File: config.mk
export PLATFORM = sky130hd
export DESIGN_NAME = spo_latch
export DESIGN_NICKNAME = d
export VERILOG_FILES = /design/src/spo_latch.v
export VERILOG_INCLUDE_DIRS = /design/src
export SDC_FILE = /design/constraint.sdc
export NUM_CORES = 1
export LEC_CHECK = 0
export BUFFER_PORTS_ARGS = -buffer_cell sky130_fd_sc_hd__clkbuf_2
export CAP_MARGIN = 10
export CELL_PAD_IN_SITES_DETAIL_PLACEMENT = 0
export CELL_PAD_IN_SITES_GLOBAL_PLACEMENT = 1
export CORE_ASPECT_RATIO = 0.5
export CORE_MARGIN = 2
export CORE_UTILIZATION = 45
export CTS_BUF_LIST = sky130_fd_sc_hd__clkbuf_16
export CTS_CLUSTER_DIAMETER = 200
export DETAILED_ROUTE_END_ITERATION = 10
export PLACE_DENSITY = 0.74
export SYNTH_ARGS = -nofsm -noshare
export SYNTH_HDL_FRONTEND = slang
export SYNTH_SLANG_ARGS = --single-unit
File: constraint.sdc
create_clock -name CLK -period 3.6 [get_ports CLK]
set_input_delay 0.36 -clock CLK [delete_from_list [all_inputs] [get_ports CLK]]
set_output_delay 0.36 -clock CLK [all_outputs]
set_load 0.005 [all_outputs]
File: src/spo_map.vh
// constants for the serial to parallel output latch
// Function
// - eight-stage shift register feeds eight-bit storage register driving parallel outputs
// - shift and storage registers each have their own independent clock input
// - both clocks act only on rising edges
// - low shift clear zeroes all shift stages at once, overriding shifting
// - on shift edge, first stage takes serial input, others take previous stage
// - on storage edge, all eight shift stages copy into storage register
// - output enable high floats parallel outputs; cascade output keeps driving
// - cascade output carries the last shift stage for chaining
// - with clocks tied, storage captures shift contents from before that edge
// - no reset value; shift contents undefined until cleared or shifted, storage contents until the first storage edge
`ifndef SPO_MAP_VH
`define SPO_MAP_VH
`define SPO_WIDTH 8
`define SPO_FIFO_DEPTH 8
`define SPO_SYNC_STAGES 2
`define SPO_ZERO 8'h00
`define SPO_SYNC_IDLE 5'h12
`endif

File: src/spo_latch.v
// serial to parallel output latch with pin sampling and output word fifo
`timescale 1ns/10ps
`include "spo_map.vh"

// =====================================
// fifo
module spo_fifo #(
   parameter WIDTH = `SPO_WIDTH,
   parameter DEPTH = `SPO_FIFO_DEPTH,
   parameter AW = 3
) (
   input wire clk,
   input wire rst_b,
   input wire in_valid,
   output wire in_ready,
   input wire [WIDTH-1:0] in_data,
   output wire out_valid,
   input wire out_ready,
   output wire [WIDTH-1:0] out_data
);
   reg [WIDTH-1:0] mem [0:DEPTH-1];
   reg [AW:0] wp_r;
   reg [AW:0] rp_r;
   localparam [AW:0] DEPTH_W = DEPTH;
   wire [AW:0] used = wp_r - rp_r;
   wire push = in_valid && in_ready;
   wire pop = out_valid && out_ready;
   assign in_ready = (used != DEPTH_W);
   assign out_valid = (used != {(AW+1){1'b0}});
   assign out_data = mem[rp_r[AW-1:0]];
   always @(posedge clk) begin
      if (push) begin
         mem[wp_r[AW-1:0]] <= in_data;
      end
   end
   always @(posedge clk) begin
      if (!rst_b) begin
         wp_r <= {(AW+1){1'b0}};
         rp_r <= {(AW+1){1'b0}};
      end else begin
         if (push) begin
            wp_r <= wp_r + 1'b1;
         end
         if (pop) begin
            rp_r <= rp_r + 1'b1;
         end
      end
   end
endmodule

// =====================================
// top
module spo_latch #(
   parameter WIDTH = `SPO_WIDTH,
   parameter DEPTH = `SPO_FIFO_DEPTH
) (
   input wire CLK,
   input wire RST_B,
   input wire SERIAL_IN,
   input wire SHIFT_CLOCK,
   input wire SHIFT_CLEAR_N,
   input wire STORE_CLOCK,
   input wire OUT_ENABLE_N,
   output wire [WIDTH-1:0] PARALLEL_OUT,
   output wire [WIDTH-1:0] PARALLEL_OE,
   output wire CASCADE_OUT,
   output wire WORD_VALID,
   input wire WORD_READY,
   output wire [WIDTH-1:0] WORD_DATA,
   output wire STORE_DROPPED
);
   // =====================================
   // pin synchronisers, first stage read only by second
   reg [4:0] s1_r;
   reg [4:0] s2_r;
   reg sclk_d_r;
   reg rclk_d_r;
   always @(posedge CLK) begin
      if (!RST_B) begin
         // idle levels: outputs floated, clear released, so release shows no false event
         s1_r <= `SPO_SYNC_IDLE;
         s2_r <= `SPO_SYNC_IDLE;
         sclk_d_r <= 1'b0;
         rclk_d_r <= 1'b0;
      end else begin
         s1_r <= {OUT_ENABLE_N, STORE_CLOCK, SHIFT_CLOCK, SHIFT_CLEAR_N, SERIAL_IN};
         s2_r <= s1_r;
         sclk_d_r <= s2_r[2];
         rclk_d_r <= s2_r[3];
      end
   end
   wire serial_in = s2_r[0];
   wire clr_n = s2_r[1];
   wire shift_rise = s2_r[2] && !sclk_d_r;
   wire store_rise = s2_r[3] && !rclk_d_r;
   wire oe_n = s2_r[4];

   // =====================================
   // shift and storage registers, no reset value
   reg [WIDTH-1:0] shift_r;
   reg [WIDTH-1:0] store_r;
   wire fifo_ready;
   // clear wins over a shift edge seen in the same cycle
   always @(posedge CLK) begin
      if (!clr_n) begin
         shift_r <= {WIDTH{1'b0}};
      end else if (shift_rise) begin
         shift_r <= {shift_r[WIDTH-2:0], serial_in};
      end
   end
   // old shift contents captured, so tied clocks lag by one pulse
   always @(posedge CLK) begin
      if (store_rise) begin
         store_r <= shift_r;
      end
   end

   // =====================================
   // outputs
   assign PARALLEL_OUT = store_r;
   assign PARALLEL_OE = {WIDTH{!oe_n}};
   assign CASCADE_OUT = shift_r[WIDTH-1];

   // each stored word is also queued; a full queue drops it and flags it
   reg dropped_r;
   always @(posedge CLK) begin
      if (!RST_B) begin
         dropped_r <= 1'b0;
      end else begin
         dropped_r <= store_rise && !fifo_ready;
      end
   end
   assign STORE_DROPPED = dropped_r;

   spo_fifo #(.WIDTH(WIDTH), .DEPTH(DEPTH)) u_fifo (
      .clk(CLK),
      .rst_b(RST_B),
      .in_valid(store_rise),
      .in_ready(fifo_ready),
      .in_data(shift_r),
      .out_valid(WORD_VALID),
      .out_ready(WORD_READY),
      .out_data(WORD_DATA)
   );
endmodule

==> results.cfg, run 1 <==
[logic_synthesis]
yosysTopAreaCellShare = 0.533
synthTopCellsByCount = edfxtp_1, dfxtp_1, nand2_1
async_flop_share = 0
postSynthAreaPerCell_sq_um = 16.2
ys_types = 38
yosys_warnings = 0
synth_area_leaders = edfxtp_1, dfxtp_1, mux4_2
syn_area_sq_um = 4060
ys_seq_area_frac = 0.691
synthesis.nets = 264
syn-instance-count = 251
ys.flop_type = edfxtp_1
synth_most_common_cell = edfxtp_1
ys_ff_latch = 104
synth_top_area_cell = edfxtp_1
synth-edff-count = 72

[power]
p_leak_nw = 1.63
p_int_mw = 2.06
seq_power_share = 0.501
p_comb_frac = 0.111
power_density_nw_per_um2 = 565
pwr-share-clk = 0.388
power_mw = 2.63
p_sw_frac = 0.218
ir_drop_mv = 0.304
power_switching_mw = 0.574

[clocking]
cts_num_sinks = 104
cts_max_level = 3
hold_buffers = 0
cts.path.max_buffers = 2
cts_setup_buffers = 0
cts_resized = 0
cts_tree = yes
clkLatencyLatePin_ps = 340
clkTransAtPathRegs_ps = 70
root_buffer = clkbuf_16
cts_inserted_buffers = 9

[detailed_routing]
routed_via_density = 5.07
ant_nets = 0
routed_wl_mm = 6.93
drt_pre_antenna_iters = 4
avgRoutedWirePerCell_um = 17.0
drc = 0
drt-initial-drc-count = 107
num_vias = 2062

[critical_path]
cp.required_ps = 3570
setup.worst_path.start_class = flop
crit_path_max_fanout = 11
path_class = flop to flop
setup.worst_path.end_class = flop
arrival_ps = 2620

[die]
die_x_um = 138
core_area_sq_um = 8740
die-area_sq_um = 9840
fp.dieH_um = 71.1
rows = 24
num_io_pins = 35
start_util = 0.464

[timing]
finalSetupTns_ps = 0
finClkSkew_ps = 7.87
fin_crit_ps = 2650
fmax_ghz = 0.377
min_period_over_period = 0.737
relSlewSlack = 0.429
rsz0062_at_grt = no
tightest_slew_ps = 854
slew_viol_final = 0
hold_violations = 0
setup_viol = 0

[layout]
area_delta_synth_final_pct = 14.7
layout.nets = 298
drive_above_1_share = 0.293
antenna_cells = 0

[placed_design]
dpl.hpwl_mm = 4.57
place_congestion = 0.818
io_buffers = 34

[global_route]
antenna_found_initial = 0
grt_max_degree = 27
overflow = 0
grt_pass1_vias = 2128
track_usage = 0.155
grt_pass1_wl_mm = 11.3

[worst_hold_path]
hold_class = input pin to flop

[job]
cap_viol_max_count = 0

[run_status]
outcome = completed
[routing by layer]
metal,track usage,part of all wire
met2,0.259,0.47
met4,0.0510,0.013
met5,0,0
met3,0.0515,0.056
met1,0.196,0.46
[placed cells by master, fill, tap and decap left out, types with 2 or more instances in the layout]
| cell | netlist | layout |
|---|---|---|
| mux2i_1 | 3 | 3 |
| nand2b_1 | 7 | 7 |
| nand2_1 | 19 | 19 |
| nor3_1 | 3 | 3 |
| inv_1 | 7 | 8 |
| o211ai_1 | 3 | 3 |
| buf_4 | 7 | 7 |
| nor2b_1 | 6 | 6 |
| and3_1 | 2 | 2 |
| nor4_1 | 2 | 2 |
| edfxtp_1 | 72 | 72 |
| o31ai_1 | 3 | 3 |
| mux4_2 | 16 | 16 |
| xnor2_1 | 2 | 2 |
| mux2_2 | 8 | 8 |
| and2_1 | 11 | 11 |
| nor2_1 | 4 | 4 |
| ha_1 | 5 | 5 |
| o21ai_0 | 2 | 2 |
| clkinv_4 | 0 | 2 |
| clkbuf_2 | 0 | 34 |
| bufinv_16 | 0 | 2 |
| a21boi_0 | 9 | 9 |
| dfxtp_1 | 32 | 32 |
| nand3_1 | 4 | 4 |
| clkbuf_16 | 0 | 9 |
[critical path, stage by stage (launching register included)]
cell	delay (ps)
dfxtp_1	540
ha_1	350
nor2b_1	210
o21ai_0	310
o211ai_4	180
nor2_1	700
[area by class of cell]
class,count,area (sq um)
Timing Repair Buffer,41,223
Tap cell,117,146
Inverter,7,26.3
Sequential cell,104,2800
Multi-Input combinational cell,122,1130
Clock buffer,9,225
Fill cell,687,4090
Clock inverter,7,96.3
[state kept, by name, summed over array words and instances, names as in the netlist, named ones only]
register       count
PARALLEL_OUT       8
STORE_DROPPED      1
rclk_d_r           1
s1_r               5
s2_r               5
sclk_d_r           1
shift_r            8
u_fifo.mem        64
u_fifo.rp_r        4
u_fifo.wp_r        4
[power groups by stage]
stage               sequential, mW  combinational (mW)  clock [mW]
finish                        1.32               0.293        1.02
global route                  1.32               0.329        1.09
CTS                           1.32               0.300        1.04
detailed placement            1.35               0.298           0
global placement              1.34               0.295           0
floorplan                     1.33               0.231           0
[through the flow]
step	util	std cells	hold WS [ps]	area, sq um	setup WS [ps]
final	0.533	407	198	4650	948
after global routing	0.533	407	190	4650	780
after CTS	0.533	407	189	4650	952
after detailed placement	0.496	391	401	4330	986
after global placement	0.496	391	399	4330	1110
after floorplan	-	251	386	4060	796
[logic make-up after synthesis]
logic type,count (synthesis),share of synthesized area
buffers and inverters,25,0.0299
flip-flops,104,0.691
AO/OA/AOI/OAI,21,0.0453
multiplexers,27,0.118
AND/OR/NAND/NOR,65,0.0876
adder cells (fa/ha/maj),5,0.0154
XOR/XNOR,4,0.0126
[path summary, 6_finish.rpt]
path / startpoint / endpoint / slack (ps) / depth (start not counted)
worst max-delay path: u_fifo.wp_r[1]$_SDFFE_PN0P_ / u_fifo.mem[7][4]$_DFFE_PP_ / 950 / 5
worst min-delay path: SHIFT_CLEAR_N / s1_r[1]$_SDFF_PN1_ / 200 / 2
worst max register to register: u_fifo.wp_r[1]$_SDFFE_PN0P_ / u_fifo.mem[7][4]$_DFFE_PP_ / 950 / 5
worst min register to register: s1_r[1]$_SDFF_PN1_ / s2_r[1]$_SDFF_PN1_ / 410 / 1
No activity file was read; power rests on OpenSTA's default activity.
==> run 2: changes to the inputs <==
PLACE_DENSITY = 0.77   (was 0.74)
clock period = 2.15 ns   (was 3.6 ns; I/O delays follow)
==> run 2 against run 1 <==
Net effect:
- first-iteration DRC count up 4.7%
- global-route usage up 0.47 points
- register-to-register slack worse by 920 ps
- core utilization up 3.7 points
- cell area up 6.9%
- critical endpoint is now u_fifo.mem[4][0]$_DFFE_PP_
- largest cell class unchanged
- largest power group unchanged
- highest routed layer unchanged
==> results.cfg, run 2 (synthesis gave the netlist of run 1 again) <==
[run_status]
outcome = completed

[critical_path]
setup.worst_path.start_class = flop
reg2reg_to = u_fifo.mem[4][0]$_DFFE_PP_
reg2reg_from = u_fifo.rp_r[2]$_SDFFE_PN0P_
path_cells = inv_2 -> ha_4 -> xor3_2 -> or4_4 -> o211ai_4 -> or2_4 -> nor3_4 -> buf_12
cp.required_ps = 2260
setup.worst_path.end_class = flop
max_stage_delay_ps = 550
arrival_ps = 2240
critPathSlowestCell = or4_4
path_class = flop to flop
crit_path_max_fanout = 8
reg2reg_depth = 8
reg2reg_slack_ps = 20

[power]
power_mw = 4.35
p_int_mw = 3.31
seq_power_share = 0.505
power_density_nw_per_um2 = 874
pwr-share-clk = 0.353
p_leak_nw = 1.75
p_comb_frac = 0.143
power_switching_mw = 1.04
p_sw_frac = 0.239
ir_drop_mv = 0.395

[timing]
finClkSkew_ps = 8.98
fin_crit_ps = 2130
hold_violations = 0
hold_ws_ps = 47.8
rsz0062_at_grt = yes
finalSetupTns_ps = 0
tightest_slew_ps = 525
slew_viol_final = 0
relSlewSlack = 0.649
setup_ws_ps = 24.0
fmax_ghz = 0.470
setup_viol = 0
min_period_over_period = 0.989

[die]
fp.dieH_um = 71.1
rows = 24
start_util = 0.464
core_area_sq_um = 8740
num_io_pins = 35
die_x_um = 138
die-area_sq_um = 9840

[clocking]
root_buffer = clkbuf_16
cts_inserted_buffers = 9
cts_tree = yes
cts_num_sinks = 104
cts_max_level = 3
clkLatencyLatePin_ps = 350
cts.path.max_buffers = 2
hold_buffers = 0
clkTransAtPathRegs_ps = 70

[worst_hold_path]
hold_class = input pin to flop
min_from = OUT_ENABLE_N
min_path_cells = 2
hold_end = s1_r[4]$_SDFF_PN1_

[layout]
antenna_cells = 0
area_delta_synth_final_pct = 22.6
regArea_sq_um = 2810
multi_input_area_sq_um = 1250
design_area_sq_um = 4980
largest_reg_flops = 64
utilization = 0.569
final_common_cell = edfxtp_1
fill_cells = 656
layout.nets = 321
drive_above_1_share = 0.403
final_cells = 430
layout_common_cells = edfxtp_1, clkbuf_2, dfxtp_1

[placed_design]
io_buffers = 34
dpl_cell_area_sq_um = 4570
dp_cells = 408
dpl.hpwl_mm = 4.83
pre_cts_ws_ps = -164
place_congestion = 0.736

[detailed_routing]
drt_pre_antenna_iters = 4
avgRoutedWirePerCell_um = 16.8
drt-initial-drc-count = 112
num_vias = 2197
routed_via_density = 5.11
drc = 0
wl_met2_mm = 3.55
routed_wl_mm = 7.24
top_layer = met4
ant_nets = 0
wl_met3_um = 268
met1_length_mm = 3.31

[global_route]
grt_pass1_vias = 2251
grt_pass1_wl_mm = 11.8
grt_max_degree = 27
overflow = 0
antenna_found_initial = 0
track_usage = 0.160

[job]
cap_viol_max_count = 0
## run 2: cell count changes in the layout (fill, tap and decap cells not counted), sizes merged
cell	before	now
buf	7	30
bufinv	2	0
clkinvlp	0	1
inv	9	10
## run 2: per-layer routing
layer | track usage | up-vias
met1 | 0.203 | 1087
met4 | 0.0612 | 0
li1 | - | 1049
met5 | 0 | -
met2 | 0.270 | 54
met3 | 0.0427 | 7
## run 2: layout make-up
type / instances / area share
repair buffers: 64 / 0.0928
clock buffers: 9 / 0.0453
clock inverters: 7 / 0.0121
flip-flops and latches: 104 / 0.564
well taps: 117 / 0.0294
inverters: 7 / 0.00528
multi-input cells: 122 / 0.251
## run 2: power by group through the flow
stage	combinational [mW]	sequential, mW	clock [mW]
4_1_cts	0.628	2.20	1.56
5_1_grt	0.681	2.20	1.64
6_report	0.620	2.20	1.53
3_3_place_gp	0.603	2.24	0
2_1_floorplan	0.414	2.23	0
3_5_place_dp	0.615	2.24	0
## run 2: worst max path at each step
stage / cells after the start / endpoint / start / slack, ps
2_1_floorplan: 8 / u_fifo.mem[6][0]$_DFFE_PP_ / u_fifo.wp_r[0]$_SDFFE_PN0P_ / -80
3_3_place_gp: 7 / u_fifo.mem[6][5]$_DFFE_PP_ / u_fifo.rp_r[1]$_SDFFE_PN0P_ / -50
3_5_place_dp: 7 / u_fifo.mem[5][5]$_DFFE_PP_ / u_fifo.rp_r[1]$_SDFFE_PN0P_ / -160
4_1_cts: 8 / flop / u_fifo.wp_r[0]$_SDFFE_PN0P_ / 10
5_1_grt: 8 / u_fifo.mem[4][0]$_DFFE_PP_ / u_fifo.rp_r[2]$_SDFFE_PN0P_ / -60
6_report: 8 / u_fifo.mem[4][0]$_DFFE_PP_ / u_fifo.rp_r[2]$_SDFFE_PN0P_ / 20
## run 2: timing repair
item,in CTS,in global routing
resized for setup,10,1
setup buffers,4,7
gates cloned,0,0
setup endpoints to repair,58,61
pin swaps,4,3
endpoints found under the hold margin,0,0
## run 2: worst max-delay path, delay by kind of cell, from the launching register on
| kind | cells | cell delay [ps] |
|---|---|---|
| DFF | 1 | 330 |
| adders and majority gates | 1 | 130 |
| xor gates and xnor gates | 1 | 260 |
| AOI/OAI and AO/OA | 1 | 140 |
| buffers and inverters | 2 | 210 |
| and+or+nand+nor | 3 | 830 |
==> run 3: changes to the inputs <==
HOLD_SLACK_MARGIN = 0.1   (was not set)
clock period = 1.9 ns   (was 2.15 ns; I/O delays follow)
==> run 3 against run 2 <==
Net effect:
- clock skew decreased by 1.4 ps
- sequential power increased by 14%
- the flow now finishes with violations (setup timing)
- critical path depth is the same
- core utilization up 2.4 points
- combinational power is 32% higher
- sequential share of layout area fell by 2.1 points
- critical endpoint is now u_fifo.mem[5][4]$_DFFE_PP_
- worst setup slack lost 230 ps
==> results.cfg, run 3 (synthesis gave the netlist of run 1 again) <==
[clocking]
cts_inserted_buffers = 9
root_buffer = clkbuf_16
clkLatencyLatePin_ps = 340
cts_num_sinks = 104
cts_max_level = 3
clkTransAtPathRegs_ps = 60
cts_tree = yes
cts.path.max_buffers = 2

[die]
num_io_pins = 35
fp.dieH_um = 71.1
rows = 24
die-area_sq_um = 9840
die_x_um = 138
core_area_sq_um = 8740
start_util = 0.464

[timing]
finalSetupTns_ps = -11410
relSlewSlack = 0.606
fin_crit_ps = 2110
slew_viol_final = 0
hold_ws_ps = 243
hold_violations = 0
min_period_over_period = 1.11
setup_ws_ps = -207
fmax_ghz = 0.475
finClkSkew_ps = 7.59
setup_viol = 84
tightest_slew_ps = 591
rsz0062_at_grt = yes

[global_route]
track_usage = 0.167
overflow = 0
grt_max_degree = 27
use_met2 = 0.271
busiest_layer = met2
met1_usage = 0.223
grt_pass1_wl_mm = 12.4
grt_pass1_vias = 2334
antenna_found_initial = 0
use_met3 = 0.0501

[critical_path]
cp_num_buf_inv = 2
setup.worst_path.end_class = flop
crit_path_max_fanout = 7
path_class = flop to flop
critPathSlowestCell = or4_4
cp.required_ps = 2010
crit_family = simple AND/OR/NAND/NOR gates
setup.worst_path.start_class = flop
arrival_ps = 2220
path_cells = inv_2 -> ha_4 -> xor3_2 -> or4_4 -> o211ai_4 -> or2_4 -> nor3_4 -> buf_12
max_stage_delay_ps = 540

[detailed_routing]
routed_wl_mm = 7.58
drc = 0
num_vias = 2256
drt-initial-drc-count = 198
avgRoutedWirePerCell_um = 17.1
ant_nets = 0
drt_pre_antenna_iters = 4
routed_via_density = 5.10

[layout]
utilization = 0.593
antenna_cells = 0
final_common_cell = edfxtp_1
layout.nets = 333
largest_reg_flops = 64
drive_above_1_share = 0.431
layout_common_cells = edfxtp_1, clkbuf_2, buf_4
area_delta_synth_final_pct = 27.7

[power]
pwr-share-clk = 0.352
p_leak_nw = 1.86
ir_drop_mv = 0.499
p_comb_frac = 0.159
power_switching_mw = 1.17
seq_power_share = 0.488
power_density_nw_per_um2 = 988
p_sw_frac = 0.228
p_int_mw = 3.95

[job]
cap_viol_max_count = 0

[placed_design]
place_congestion = 0.725
dpl.hpwl_mm = 4.73
pre_cts_ws_ps = -301
io_buffers = 34

[run_status]
violations = setup timing
outcome = finished, violations left

[worst_hold_path]
hold_class = input pin to flop
==> run 3: metal layers <==
| metal | vias to the layer above | wire length, um |
|---|---|---|
| met1 | 1114 | 3290 |
| met3 | 9 | 461 |
| met5 | - | 0 |
| li1 | 1069 | - |
| met2 | 64 | 3730 |
| met4 | 0 | 89 |
==> run 3: worst reg2reg max path, cell delays in order (launching register included) <==
cell	delay (ps)
dfxtp_2	320
inv_2	80
ha_4	130
xor3_2	250
or4_4	540
o211ai_4	130
or2_4	220
nor3_4	70
buf_12	140
==> run 3: cell type report <==
class                           count  area [sq um]
Multi-Input combinational cell    122          1300
Tap cell                          117           146
Sequential cell                   104          2810
Clock inverter                      7          71.3
Timing Repair Buffer               76           601
Clock buffer                        9           225
Fill cell                         642          3560
Inverter                            7          26.3
==> run 3: power groups by stage <==
stage          Sequential, mW  Combinational, mW  Clock, mW
2_1_floorplan            2.52              0.474          0
3_3_place_gp             2.53              0.700          0
3_5_place_dp             2.53              0.709          0
4_1_cts                  2.50              0.801       1.84
5_1_grt                  2.50              0.882       1.95
6_report                 2.50              0.816       1.80
==> run 3: what timing repair did <==
action	CTS	global route
endpoints found under the hold margin	5	0
gates cloned	1	0
hold buffers	5	0
pin swaps	5	0
buffers inserted	8	5
gates resized for setup	25	7
setup endpoints to repair	84	84
==> run 3: final timing paths <==
check / slack, ps / cells past startpoint / from / end
worst min register to register: 410 / 1 / s1_r[1]$_SDFF_PN1_ / s2_r[1]$_SDFF_PN1_
worst min-delay path: 240 / 3 / WORD_READY / u_fifo.rp_r[2]$_SDFFE_PN0P_
worst max-delay path: -210 / 8 / u_fifo.rp_r[2]$_SDFFE_PN0P_ / u_fifo.mem[5][4]$_DFFE_PP_
worst max register to register: -210 / 8 / u_fifo.rp_r[2]$_SDFFE_PN0P_ / u_fifo.mem[5][4]$_DFFE_PP_
==> run 3: through the flow <==
stage	instance area, sq um	instances	total power, mW
floorplan	4150	251	3.00
global placement	4620	411	3.23
detailed placement	4620	411	3.24
CTS	5140	440	5.15
global route	5180	442	5.33
finish	5180	442	5.12
